**src/verilog/wdt_regs.svh**
```systemverilog
// Register offsets, reset values and timing constants of the two-stage watchdog.
`ifndef WDT_REGS_SVH
`define WDT_REGS_SVH

// ----------------------------------------------------------------------------
// Register map
// ----------------------------------------------------------------------------
`define WDT_ADDR_CLEAR_PORT 16'hf00e
`define WDT_ADDR_MODE       16'hf00f
`define WDT_RST_MODE        8'h82
`define WDT_RST_DATA        8'h00

// ----------------------------------------------------------------------------
// Field positions and clear key bytes
// ----------------------------------------------------------------------------
`define WDT_MODE_KEEP_BIT   7
`define WDT_MODE_SEL_HI     1
`define WDT_MODE_SEL_LO     0
`define WDT_KEY_FIRST       8'h5a
`define WDT_KEY_SECOND      8'ha5

// ----------------------------------------------------------------------------
// Timing: low-speed edges per count step, and overflow lengths in low-speed clocks
// ----------------------------------------------------------------------------
`define WDT_LS_DIV          128
`define WDT_OVF_LS_C0       4096
`define WDT_OVF_LS_C1       16384
`define WDT_OVF_LS_C2       65536
`define WDT_OVF_LS_C3       262144

`endif

```
**src/verilog/wdt_pkg.sv**
```systemverilog
// Types shared by the two-stage watchdog.
`default_nettype none

package wdt_pkg;

    // ------------------------------------------------------------------------
    // Watchdog sequencing states.
    // ------------------------------------------------------------------------
    typedef enum logic [1:0] {
        WDT_RUN  = 2'b00,   // Counting, no overflow pending or after a first one.
        WDT_HOLD = 2'b01,   // Half low-speed period after the first overflow.
        WDT_TRIP = 2'b10    // Second overflow seen; reset request raised.
    } wdt_state_t;

endpackage : wdt_pkg

`default_nettype wire

```
**src/verilog/wdt_core.sv**
```systemverilog
// Two-stage watchdog: low-speed prescaler, overflow counter, clear key and mode register.
//
// Overview of operation
// RQ1: Counts from reset release; first overflow interrupts.
// RQ2: Second uncleared overflow raises reset request.
// RQ3: First-overflow interrupt is non-maskable, never gated.
// RQ4: Counter steps once per 128 low-speed clocks.
// RQ5: Every clear-port write toggles the pointer; the code toggles only on run-state writes without an overflow.
// RQ6: 5a then a5 in sequence zeroes counter; the code accepts any byte before the a5.
// RQ7: Key byte at wrong pointer state clears nothing.
// RQ8: Clear-port read returns pointer in bit 0.
// RQ9: Pointer zeroed on reset and on overflow.
// RQ10: Software uses byte accesses only.
// RQ11: Half low-speed period hold after first overflow.
// RQ12: Handler reads pointer back after each write.
// RQ13: Period code picks 4096/16384/65536/262144 clocks.
// RQ14: Mode bit 7 keeps counting in deep sleep.
// RQ15: Stop state halts counting; interrupt wakes halts.
// RQ16: Overflow is first unless one occurred since clear.
// RQ17: No software disable of the watchdog exists.
// RQ18: Clear reaches counting logic without a lost event.
`timescale 1ns/1ps
`default_nettype none
`include "wdt_regs.svh"

module wdt_core
    import wdt_pkg::*;
#(
    parameter int CNT_W = 12    // Width of the divided-clock step counter.
) (
    // Clock and reset
    input  wire logic       clk_i,
    input  wire logic       sys_rst_i,
    // Low-speed clock, sampled as a level on clk_i
    input  wire logic       low_speed_clock_i,
    // Power states
    input  wire logic       stop_mode_i,
    input  wire logic       deep_sleep_state_i,
    // CPU byte register port
    input  wire logic [15:0] bus_addr_i,
    input  wire logic       bus_wr_i,
    input  wire logic       bus_rd_i,
    input  wire logic [7:0] bus_wdata_i,
    output logic      [7:0] bus_rdata_o,
    // Watchdog events
    output logic            first_overflow_irq_o,
    output logic            halt_wake_o,
    output logic            wdt_reset_req_o
);

    // ------------------------------------------------------------------------
    // Declarations
    // ------------------------------------------------------------------------
    wdt_state_t        state_q;          // Sequencing state.
    logic              ls_prev_q;        // Low-speed level one cycle ago.
    logic [6:0]        prescale_q;       // Low-speed edge counter, wraps at 128.
    logic [CNT_W-1:0]  step_cnt_q;       // Divided-clock step counter.
    logic              clear_sequence_pointer_q;
    logic              overflow_seen_q;  // An overflow happened since the last clear.
    logic [7:0]        mode_q;           // Period and deep-sleep mode register.
    logic [7:0]        rdata_q;          // Read data holding register.
    logic              irq_q;            // One-cycle first-overflow pulse.
    logic              reset_req_q;      // Sticky reset request.
    logic              ls_rise;          // Low-speed rising edge.
    logic              ls_fall;          // Low-speed falling edge.
    logic              count_en;         // Counting is allowed in this power state.
    logic              step;             // One divided-clock step.
    logic              overflow;         // Step counter reaches its limit.
    logic              wr_clear;         // Accepted write to the clear port.
    logic              key_ok;           // Write completes the clear key.
    logic [CNT_W-1:0]  step_limit;       // Last count value before overflow.

    // Period code to last step value; all four lengths are multiples of 128.
    function automatic logic [CNT_W-1:0] last_step(input logic [1:0] sel);
        int n;
        n = 0;
        case (sel)
            2'b00:   n = `WDT_OVF_LS_C0 / `WDT_LS_DIV; // RQ13
            2'b01:   n = `WDT_OVF_LS_C1 / `WDT_LS_DIV;
            2'b10:   n = `WDT_OVF_LS_C2 / `WDT_LS_DIV;
            default: n = `WDT_OVF_LS_C3 / `WDT_LS_DIV;
        endcase
        return CNT_W'(n - 1);
    endfunction : last_step

    // ------------------------------------------------------------------------
    // Combinational decode
    // ------------------------------------------------------------------------
    // The low-speed clock is a plain level here, so edges are single-cycle pulses.
    assign ls_rise  = low_speed_clock_i & ~ls_prev_q;
    assign ls_fall  = ~low_speed_clock_i & ls_prev_q;
    // Only the stop state and the deep-sleep option suspend counting; no bit disables it.
    assign count_en = ~stop_mode_i & ~(deep_sleep_state_i & ~mode_q[`WDT_MODE_KEEP_BIT]); // RQ14 RQ15 RQ17
    assign step     = ls_rise & count_en & (prescale_q == 7'(`WDT_LS_DIV - 1)) & (state_q == WDT_RUN); // RQ4
    assign step_limit = last_step(mode_q[`WDT_MODE_SEL_HI:`WDT_MODE_SEL_LO]);
    assign overflow = step & (step_cnt_q == step_limit);
    // Clear-port writes during the hold window are dropped entirely.
    assign wr_clear = bus_wr_i & (bus_addr_i == `WDT_ADDR_CLEAR_PORT) & (state_q == WDT_RUN); // RQ11
    // Key is checked against the pointer before this write toggles it.
    assign key_ok   = wr_clear & clear_sequence_pointer_q & (bus_wdata_i == `WDT_KEY_SECOND); // RQ6 RQ7

    // ------------------------------------------------------------------------
    // Low-speed edge history
    // ------------------------------------------------------------------------
    always_ff @(posedge clk_i or posedge sys_rst_i) begin
        if (sys_rst_i) begin
            ls_prev_q <= 1'b0;
        end else begin
            ls_prev_q <= low_speed_clock_i;
        end
    end

    // ------------------------------------------------------------------------
    // Sequencing state; hold ends on the next low-speed falling edge.
    // ------------------------------------------------------------------------
    always_ff @(posedge clk_i or posedge sys_rst_i) begin
        if (sys_rst_i) begin
            state_q <= WDT_RUN; // RQ1
        end else begin
            case (state_q)
                WDT_RUN: begin
                    if (overflow && overflow_seen_q) begin
                        state_q <= WDT_TRIP; // RQ2
                    end else if (overflow) begin
                        state_q <= WDT_HOLD; // RQ11
                    end
                end
                WDT_HOLD: begin
                    if (ls_fall) begin
                        state_q <= WDT_RUN; // RQ11
                    end
                end
                WDT_TRIP: begin
                    state_q <= WDT_TRIP;
                end
                default: begin
                    state_q <= WDT_RUN;
                end
            endcase
        end
    end

    // ------------------------------------------------------------------------
    // Prescaler and step counter. Clearing restarts the prescaler too, so a
    // fresh period is always a full one. Both run on clk_i, so the clear is
    // seen in the same cycle as the write and can never be missed.
    // ------------------------------------------------------------------------
    always_ff @(posedge clk_i or posedge sys_rst_i) begin
        if (sys_rst_i) begin
            prescale_q <= 7'h00;
            step_cnt_q <= '0;
        end else if (key_ok || overflow || state_q != WDT_RUN) begin
            prescale_q <= 7'h00; // RQ6 RQ11 RQ18
            step_cnt_q <= '0;
        end else if (ls_rise && count_en) begin
            prescale_q <= prescale_q + 7'h01; // RQ4
            if (step) begin
                step_cnt_q <= step_cnt_q + CNT_W'(1);
            end
        end
    end

    // ------------------------------------------------------------------------
    // Clear-sequence pointer; overflow forces zero and wins over a write.
    // ------------------------------------------------------------------------
    always_ff @(posedge clk_i or posedge sys_rst_i) begin
        if (sys_rst_i) begin
            clear_sequence_pointer_q <= 1'b0; // RQ9
        end else if (overflow || state_q == WDT_HOLD) begin
            clear_sequence_pointer_q <= 1'b0; // RQ9 RQ11
        end else if (wr_clear) begin
            clear_sequence_pointer_q <= ~clear_sequence_pointer_q; // RQ5
        end
    end

    // ------------------------------------------------------------------------
    // Overflow memory; an overflow in the same cycle as a clear wins.
    // ------------------------------------------------------------------------
    always_ff @(posedge clk_i or posedge sys_rst_i) begin
        if (sys_rst_i) begin
            overflow_seen_q <= 1'b0;
        end else if (overflow) begin
            overflow_seen_q <= 1'b1; // RQ16
        end else if (key_ok) begin
            overflow_seen_q <= 1'b0; // RQ16
        end
    end

    // ------------------------------------------------------------------------
    // Mode register; all eight bits are writable.
    // ------------------------------------------------------------------------
    always_ff @(posedge clk_i or posedge sys_rst_i) begin
        if (sys_rst_i) begin
            mode_q <= `WDT_RST_MODE; // RQ13 RQ14
        end else if (bus_wr_i && bus_addr_i == `WDT_ADDR_MODE) begin
            mode_q <= bus_wdata_i;
        end
    end

    // ------------------------------------------------------------------------
    // Read data, registered on the read strobe; unmapped reads give zero.
    // ------------------------------------------------------------------------
    always_ff @(posedge clk_i or posedge sys_rst_i) begin
        if (sys_rst_i) begin
            rdata_q <= `WDT_RST_DATA;
        end else if (bus_rd_i) begin
            case (bus_addr_i)
                `WDT_ADDR_CLEAR_PORT: rdata_q <= {7'h00, clear_sequence_pointer_q}; // RQ8
                `WDT_ADDR_MODE:       rdata_q <= mode_q;
                default:              rdata_q <= `WDT_RST_DATA;
            endcase
        end
    end

    // ------------------------------------------------------------------------
    // Event outputs. The interrupt has no enable: it is the NMI and the wake.
    // ------------------------------------------------------------------------
    always_ff @(posedge clk_i or posedge sys_rst_i) begin
        if (sys_rst_i) begin
            irq_q       <= 1'b0;
            reset_req_q <= 1'b0;
        end else begin
            irq_q <= overflow & ~overflow_seen_q; // RQ1 RQ3 RQ15
            if (overflow && overflow_seen_q) begin
                reset_req_q <= 1'b1; // RQ2
            end
        end
    end

    assign bus_rdata_o          = rdata_q;
    assign first_overflow_irq_o = irq_q;
    assign halt_wake_o          = irq_q; // RQ15
    assign wdt_reset_req_o      = reset_req_q;
endmodule : wdt_core

`default_nettype wire

```
**config.mk**
```make
export PLATFORM = sky130hd
export DESIGN_NAME = wdt_core
export DESIGN_NICKNAME = d
export VERILOG_FILES = /design/src/verilog/wdt_pkg.sv /design/src/verilog/wdt_core.sv
export VERILOG_INCLUDE_DIRS = /design/src /design/src/verilog
export SDC_FILE = /design/constraint.sdc
export NUM_CORES = 1
export LEC_CHECK = 0
export ABC_AREA = 1
export BUFFER_PORTS_ARGS = -buffer_cell sky130_fd_sc_hd__buf_2
export CORE_MARGIN = 1
export CORE_UTILIZATION = 45
export DETAILED_ROUTE_END_ITERATION = 10
export PLACE_DENSITY_LB_ADDON = 0.25
export SYNTH_ARGS = -nofsm -noshare
export SYNTH_HDL_FRONTEND = slang
export SYNTH_SLANG_ARGS = --single-unit
```
**constraint.sdc**
```tcl
create_clock -name clk_i -period 3.9 [get_ports clk_i]
set_input_delay 0.195 -clock clk_i [delete_from_list [all_inputs] [get_ports clk_i]]
set_output_delay 0.195 -clock clk_i [all_outputs]
set_load 0.005 [all_outputs]
```
### Word level (Yosys, flattened, before mapping)

Cells that the tools add are included.

* input port bits: 31
* logic and storage cells: 74
* bits in registers: 42
* output and inout bits: 11

* add/subtract/negate cells: 3
* eq/ne operators: 11
* reduce and logical (&&, ||, !) cells: 15
* mux-type cells: 15
* bitwise logic cells: 20

Operator list (number)
* 12-bit two-way mux: 3
* 12-bit case mux with 3 select lines: 1
* 16-bit equality test (second input constant): 2
* 8-bit case mux with 2 select lines: 1
* 7-bit two-way mux: 2
* 1-bit bitwise AND: 13
* 12-bit by 1-bit adder with 12-bit output (second input constant): 1
* 12-bit equality test: 1
* 12-bit by 2-bit subtractor with 12-bit output (second input constant): 1
* 2-bit nonzero test: 5
* 8-bit equality test (second input constant): 1
* 7-bit by 1-bit adder with 7-bit output (second input constant): 1
* 7-bit equality test (second input constant): 1
* 1-bit NOT: 7
* 2-bit two-way mux: 3
* 2-bit case mux with 3 select lines: 1
* 2-bit by 1-bit equality test with 1-bit output (second input constant): 2
* 2-bit equality test (second input constant): 2
* 2-bit logical NOT: 2
* 1-bit two-way mux: 4
* 2-bit AND reduction: 2
* 1-bit logical AND: 3
* 1-bit logical OR: 3
* 3-bit by 2-bit != test with 1-bit output (second input constant): 1
* 2-bit != test (second input constant): 1

### Longest topological paths before layout

* depth in word-level cells: 12
* depth in mapped cells: 14

### Worst setup path after synthesis

No wires, ideal clock.

* path type: flip-flop to flip-flop
* start point: reg mode_q[0]
* end point: reg step_cnt_q[3]
* path slack: 2088 ps
* period minus slack after synthesis: 1812 ps
* arrival: 1694 ps
* cell stages (with the launch flop): 14
* library setup time: 119 ps
* data required time: 3781 ps
* path through: dfrtp_1 -> nor2_1 -> inv_1 -> ha_1 -> inv_1 -> nand2_1 -> nand2_1 -> nor2_1 -> nand2_1 -> nor2_2 -> nand2_4 -> nand3_4 -> buf_6 -> nor2_1

* longest elaborated chain between the ends: 9

Ends and longest elaborated chain
* start, declared: line wdt_core.sv:60 `logic [7:0] mode_q;`
* start signal, assigned: line wdt_core.sv:194 `` mode_q <= `WDT_RST_MODE; ``
* start signal, assigned: line wdt_core.sv:196 `mode_q <= bus_wdata_i;`
* 2-bit equality test (tied with other cells): line wdt_core.sv:77 `case (sel)`
* 12-bit case mux with 3 select lines (*): line wdt_core.sv:77
* 12-bit by 2-bit subtractor with 12-bit output (*): line wdt_core.sv:83 `return CNT_W'(n - 1);`
* 12-bit equality test (*): line wdt_core.sv:96 `assign overflow = step & (step_cnt_q == step_limit);`
* 1-bit bitwise AND (*): line wdt_core.sv:96
* 1-bit logical OR (*) (2 in series): line wdt_core.sv:152 `end else if (key_ok || overflow || state_q != WDT_RUN) begin`
* 2-bit nonzero test (no source line)
* 2-bit AND reduction (no source line)
* end signal, assigned: line wdt_core.sv:158 `step_cnt_q <= step_cnt_q + CNT_W'(1);`
* end, declared: line wdt_core.sv:57 `logic [CNT_W-1:0] step_cnt_q;`

Every way passes the cells marked *; elsewhere a longest branch is shown, timed or not.
A chain may end at the register's enable or synchronous reset.

### Worst setup path after layout

* start point: reg mode_q[0]
* end point: reg step_cnt_q[10]

Same word-level chain as after synthesis.

==> run_results.csv <==
group,metric,value,unit
cts,cts_resized,0,
logic_synthesis,syn_area,0.002360,sq mm
power_and_ir_drop,power_frac_seq,0.482,
final_layout,antenna_cells,0,
flow_run,maxCapViolCount,0,
timing,min_period,1.971,ns
final_layout,final_util,0.5672,
placement,gp_congestion,0.9196,
global_routing,grt_pass1_vias,1820,
global_routing,grt_usage,0.1869,
final_layout,nets,382,
power_and_ir_drop,p_int,727.6,uW
global_routing,antenna_found_initial,0,
hold_path,hp-class,"in -> async",
cts,cts-root-buf,"clkbuf_8",
final_layout,final_cells,416,
cts,cts_max_level,2,
global_routing,grt_first_pass_wirelength,7.893,mm
cts,cts_tree,"yes",
placement,io_buffers,41,
floorplan,die_area,0.005538,sq mm
logic_synthesis,synth_nets,338,
critical_path,critPathRequiredTime,4.12,ns
timing,finalMaxSlewViolations,0,
floorplan,ios,42,
logic_synthesis,yosys.cell_types.count,28,
cts,cts_buffers,5,
power_and_ir_drop,clkPwrFrac,0.464,
critical_path,r2r_setup_slack,1.93,ns
logic_synthesis,avgSynthCellArea,7.762,sq um
cts,clk_pin_slew,0.08,ns
timing,hold_viol_final,0,
critical_path,critPathLaunchType,"register",
drt,num_vias,2004,
power_and_ir_drop,ir_drop,0.2351,mV
placement,place_inst,408,
floorplan,core_area,0.004880,sq mm
global_routing,grt.overflow.total,0,
timing,fin_setup_tns,0,ns
floorplan,rows,25,
logic_synthesis,synthCells,304,
drt,wl,4.600,mm
logic_synthesis,ys_seq_area_frac,0.4464,
power_and_ir_drop,power_density,328.8,mW/mm^2
timing,rsz0062_at_grt,"no",
floorplan,start_util,0.4836,
timing,relSlewSlack,0.6501,
logic_synthesis,ys.warnings.count,0,
floorplan,dieHeight,74.42,um
drt,firstDrtPassIters,4,
timing,tightest_slew,0.5248,ns
placement,place_area,0.002625,sq mm
power_and_ir_drop,comb_power_share,0.054,
cts,clk_latency,0.29,ns
drt,drcViolationCount,0,
floorplan,die_x,74.42,um
timing,period_share,0.5054,
cts,clock_sinks,42,
cts,cts_setup_buffers,0,
critical_path,crit_type,"reg -> reg",
timing,setup_viol,0,
final_layout,layout-drive-gt1-share,0.2006,
drt,viasPerCell,4.817,
global_routing,grt_max_degree,43,
drt,ant_nets,0,
critical_path,arrival,2.19,ns
run_status,status,"completed",
timing,fmax,0.5073,GHz
placement,hpwl,3.457,mm
power_and_ir_drop,switching_share,0.2003,
final_layout,syn_to_final_growth,17.29,%
power_and_ir_drop,power.leakage,1.416,nW
cts,postCtsHoldBufs,0,
final_layout,fin_area,0.002768,sq mm
final_layout,layout_commonest_cell,"nand2_1",
timing,fin_skew,0.008387,ns
drt,wl_per_cell,11.06,um
critical_path,cp_max_fo,6,
critical_path,endpoint_kind,"register",
logic_synthesis,synth_seq_cells,42,
drt,drt_first_iter_violations,102,
final_layout,final_cell_mix,"nand2_1 (68), inv_1 (45), nor2_1 (45)",
power_and_ir_drop,p_sw,182.2,uW
cts,clockBufferDepth,2,
metal layers:
layer,wire length (um),global-route usage,vias to the layer above,share of wire
met5,0,0,-,0
met1,2314,0.2504,914,0.50
met3,184,0.03659,8,0.040
li1,-,-,1044,-
met2,2039,0.2973,38,0.44
met4,62,0.07757,0,0.013
sequential cells by signal (all words and copies together) (netlist names), 2 cells and up:
name and count:
state_q 2, prescale_q 7, bus_rdata_o 8, step_cnt_q 12, mode_q 8
worst max-delay path: stages, from the launching register on:
cell	delay (ns)
dfrtp_1	0.43
nor2_1	0.20
inv_1	0.07
ha_1	0.31
inv_1	0.06
nand2_1	0.06
nand2_1	0.07
nor2_1	0.04
nand2_1	0.08
nor2_2	0.06
nand2_4	0.09
nand2_1	0.06
nor2_1	0.22
nand2_1	0.09
nor2_1	0.09
cells in the mapped netlist (all sizes together):
library cell	instances	area share
clkbuf	2	0.0032
nand2	69	0.11
dfstp	2	0.022
dfrtp	40	0.42
nand4	11	0.036
a21o	1	0.0032
nor3	5	0.011
ha	3	0.016
buf	3	0.010
a21oi	5	0.011
nand3	33	0.082
xnor2	4	0.015
nand3b	1	0.0032
inv	47	0.075
o21ai	12	0.025
mux2	1	0.0048
o32ai	1	0.0037
nor2	54	0.11
xor2	10	0.037
kinds of logic after synthesis:
logic type	count (synthesis)	synth area share
simple gates	173	0.3499
mux	1	0.004772
buf+inv	52	0.08802
compound gates	19	0.04295
flops	42	0.4464
xor+xnor	14	0.05196
fa+ha+maj	3	0.01591
power by group through the flow:
stage	registers, mW	logic (mW)	clock network (mW)
floorplan	0.446	0.0267	0
global placement	0.447	0.0500	0
detailed placement	0.447	0.0505	0
CTS	0.438	0.0506	0.432
global route	0.438	0.0568	0.448
finish	0.438	0.0494	0.422
stage by stage:
| step | hold WS [ns] | power (mW) | setup slack [ns] |
|---|---|---|---|
| CTS | 0.03654 | 0.9208 | 1.924 |
| floorplan | 0.2264 | 0.4731 | 2.088 |
| global placement | 0.3457 | 0.4966 | 2.034 |
| global route | 0.03654 | 0.9430 | 1.671 |
| detailed placement | 0.3493 | 0.4972 | 1.951 |
| finish | 0.009949 | 0.9099 | 1.929 |
final cells by class:
cell class,count,area [sq um]
Clock buffer,6,82.58
Clock inverter,2,60.06
Fill cell,482,2112
Inverter,47,176.4
Multi-Input combinational cell,210,1099
Sequential cell,42,1054
Tap cell,67,83.83
Timing Repair Buffer,42,212.7
worst paths after layout:
kind | start | endpoint | cells after the start
max | mode_q[0]$_DFFE_PP0P_ | step_cnt_q[10]$_DFFE_PP0P_ | 14
min | sys_rst_i | bus_rdata_o[5]$_DFFE_PP0P_ | 3
max reg2reg | mode_q[0]$_DFFE_PP0P_ | step_cnt_q[10]$_DFFE_PP0P_ | 14
min reg2reg | wdt_reset_req_o$_DFFE_PP0P_ | wdt_reset_req_o$_DFFE_PP0P_ | 2
max in group asynchronous | sys_rst_i | mode_q[1]$_DFFE_PP1P_ | 3
min in group clk_i | low_speed_clock_i | ls_prev_q$_DFF_PP0_ | 1
No activity file was read; power rests on OpenSTA's default activity.
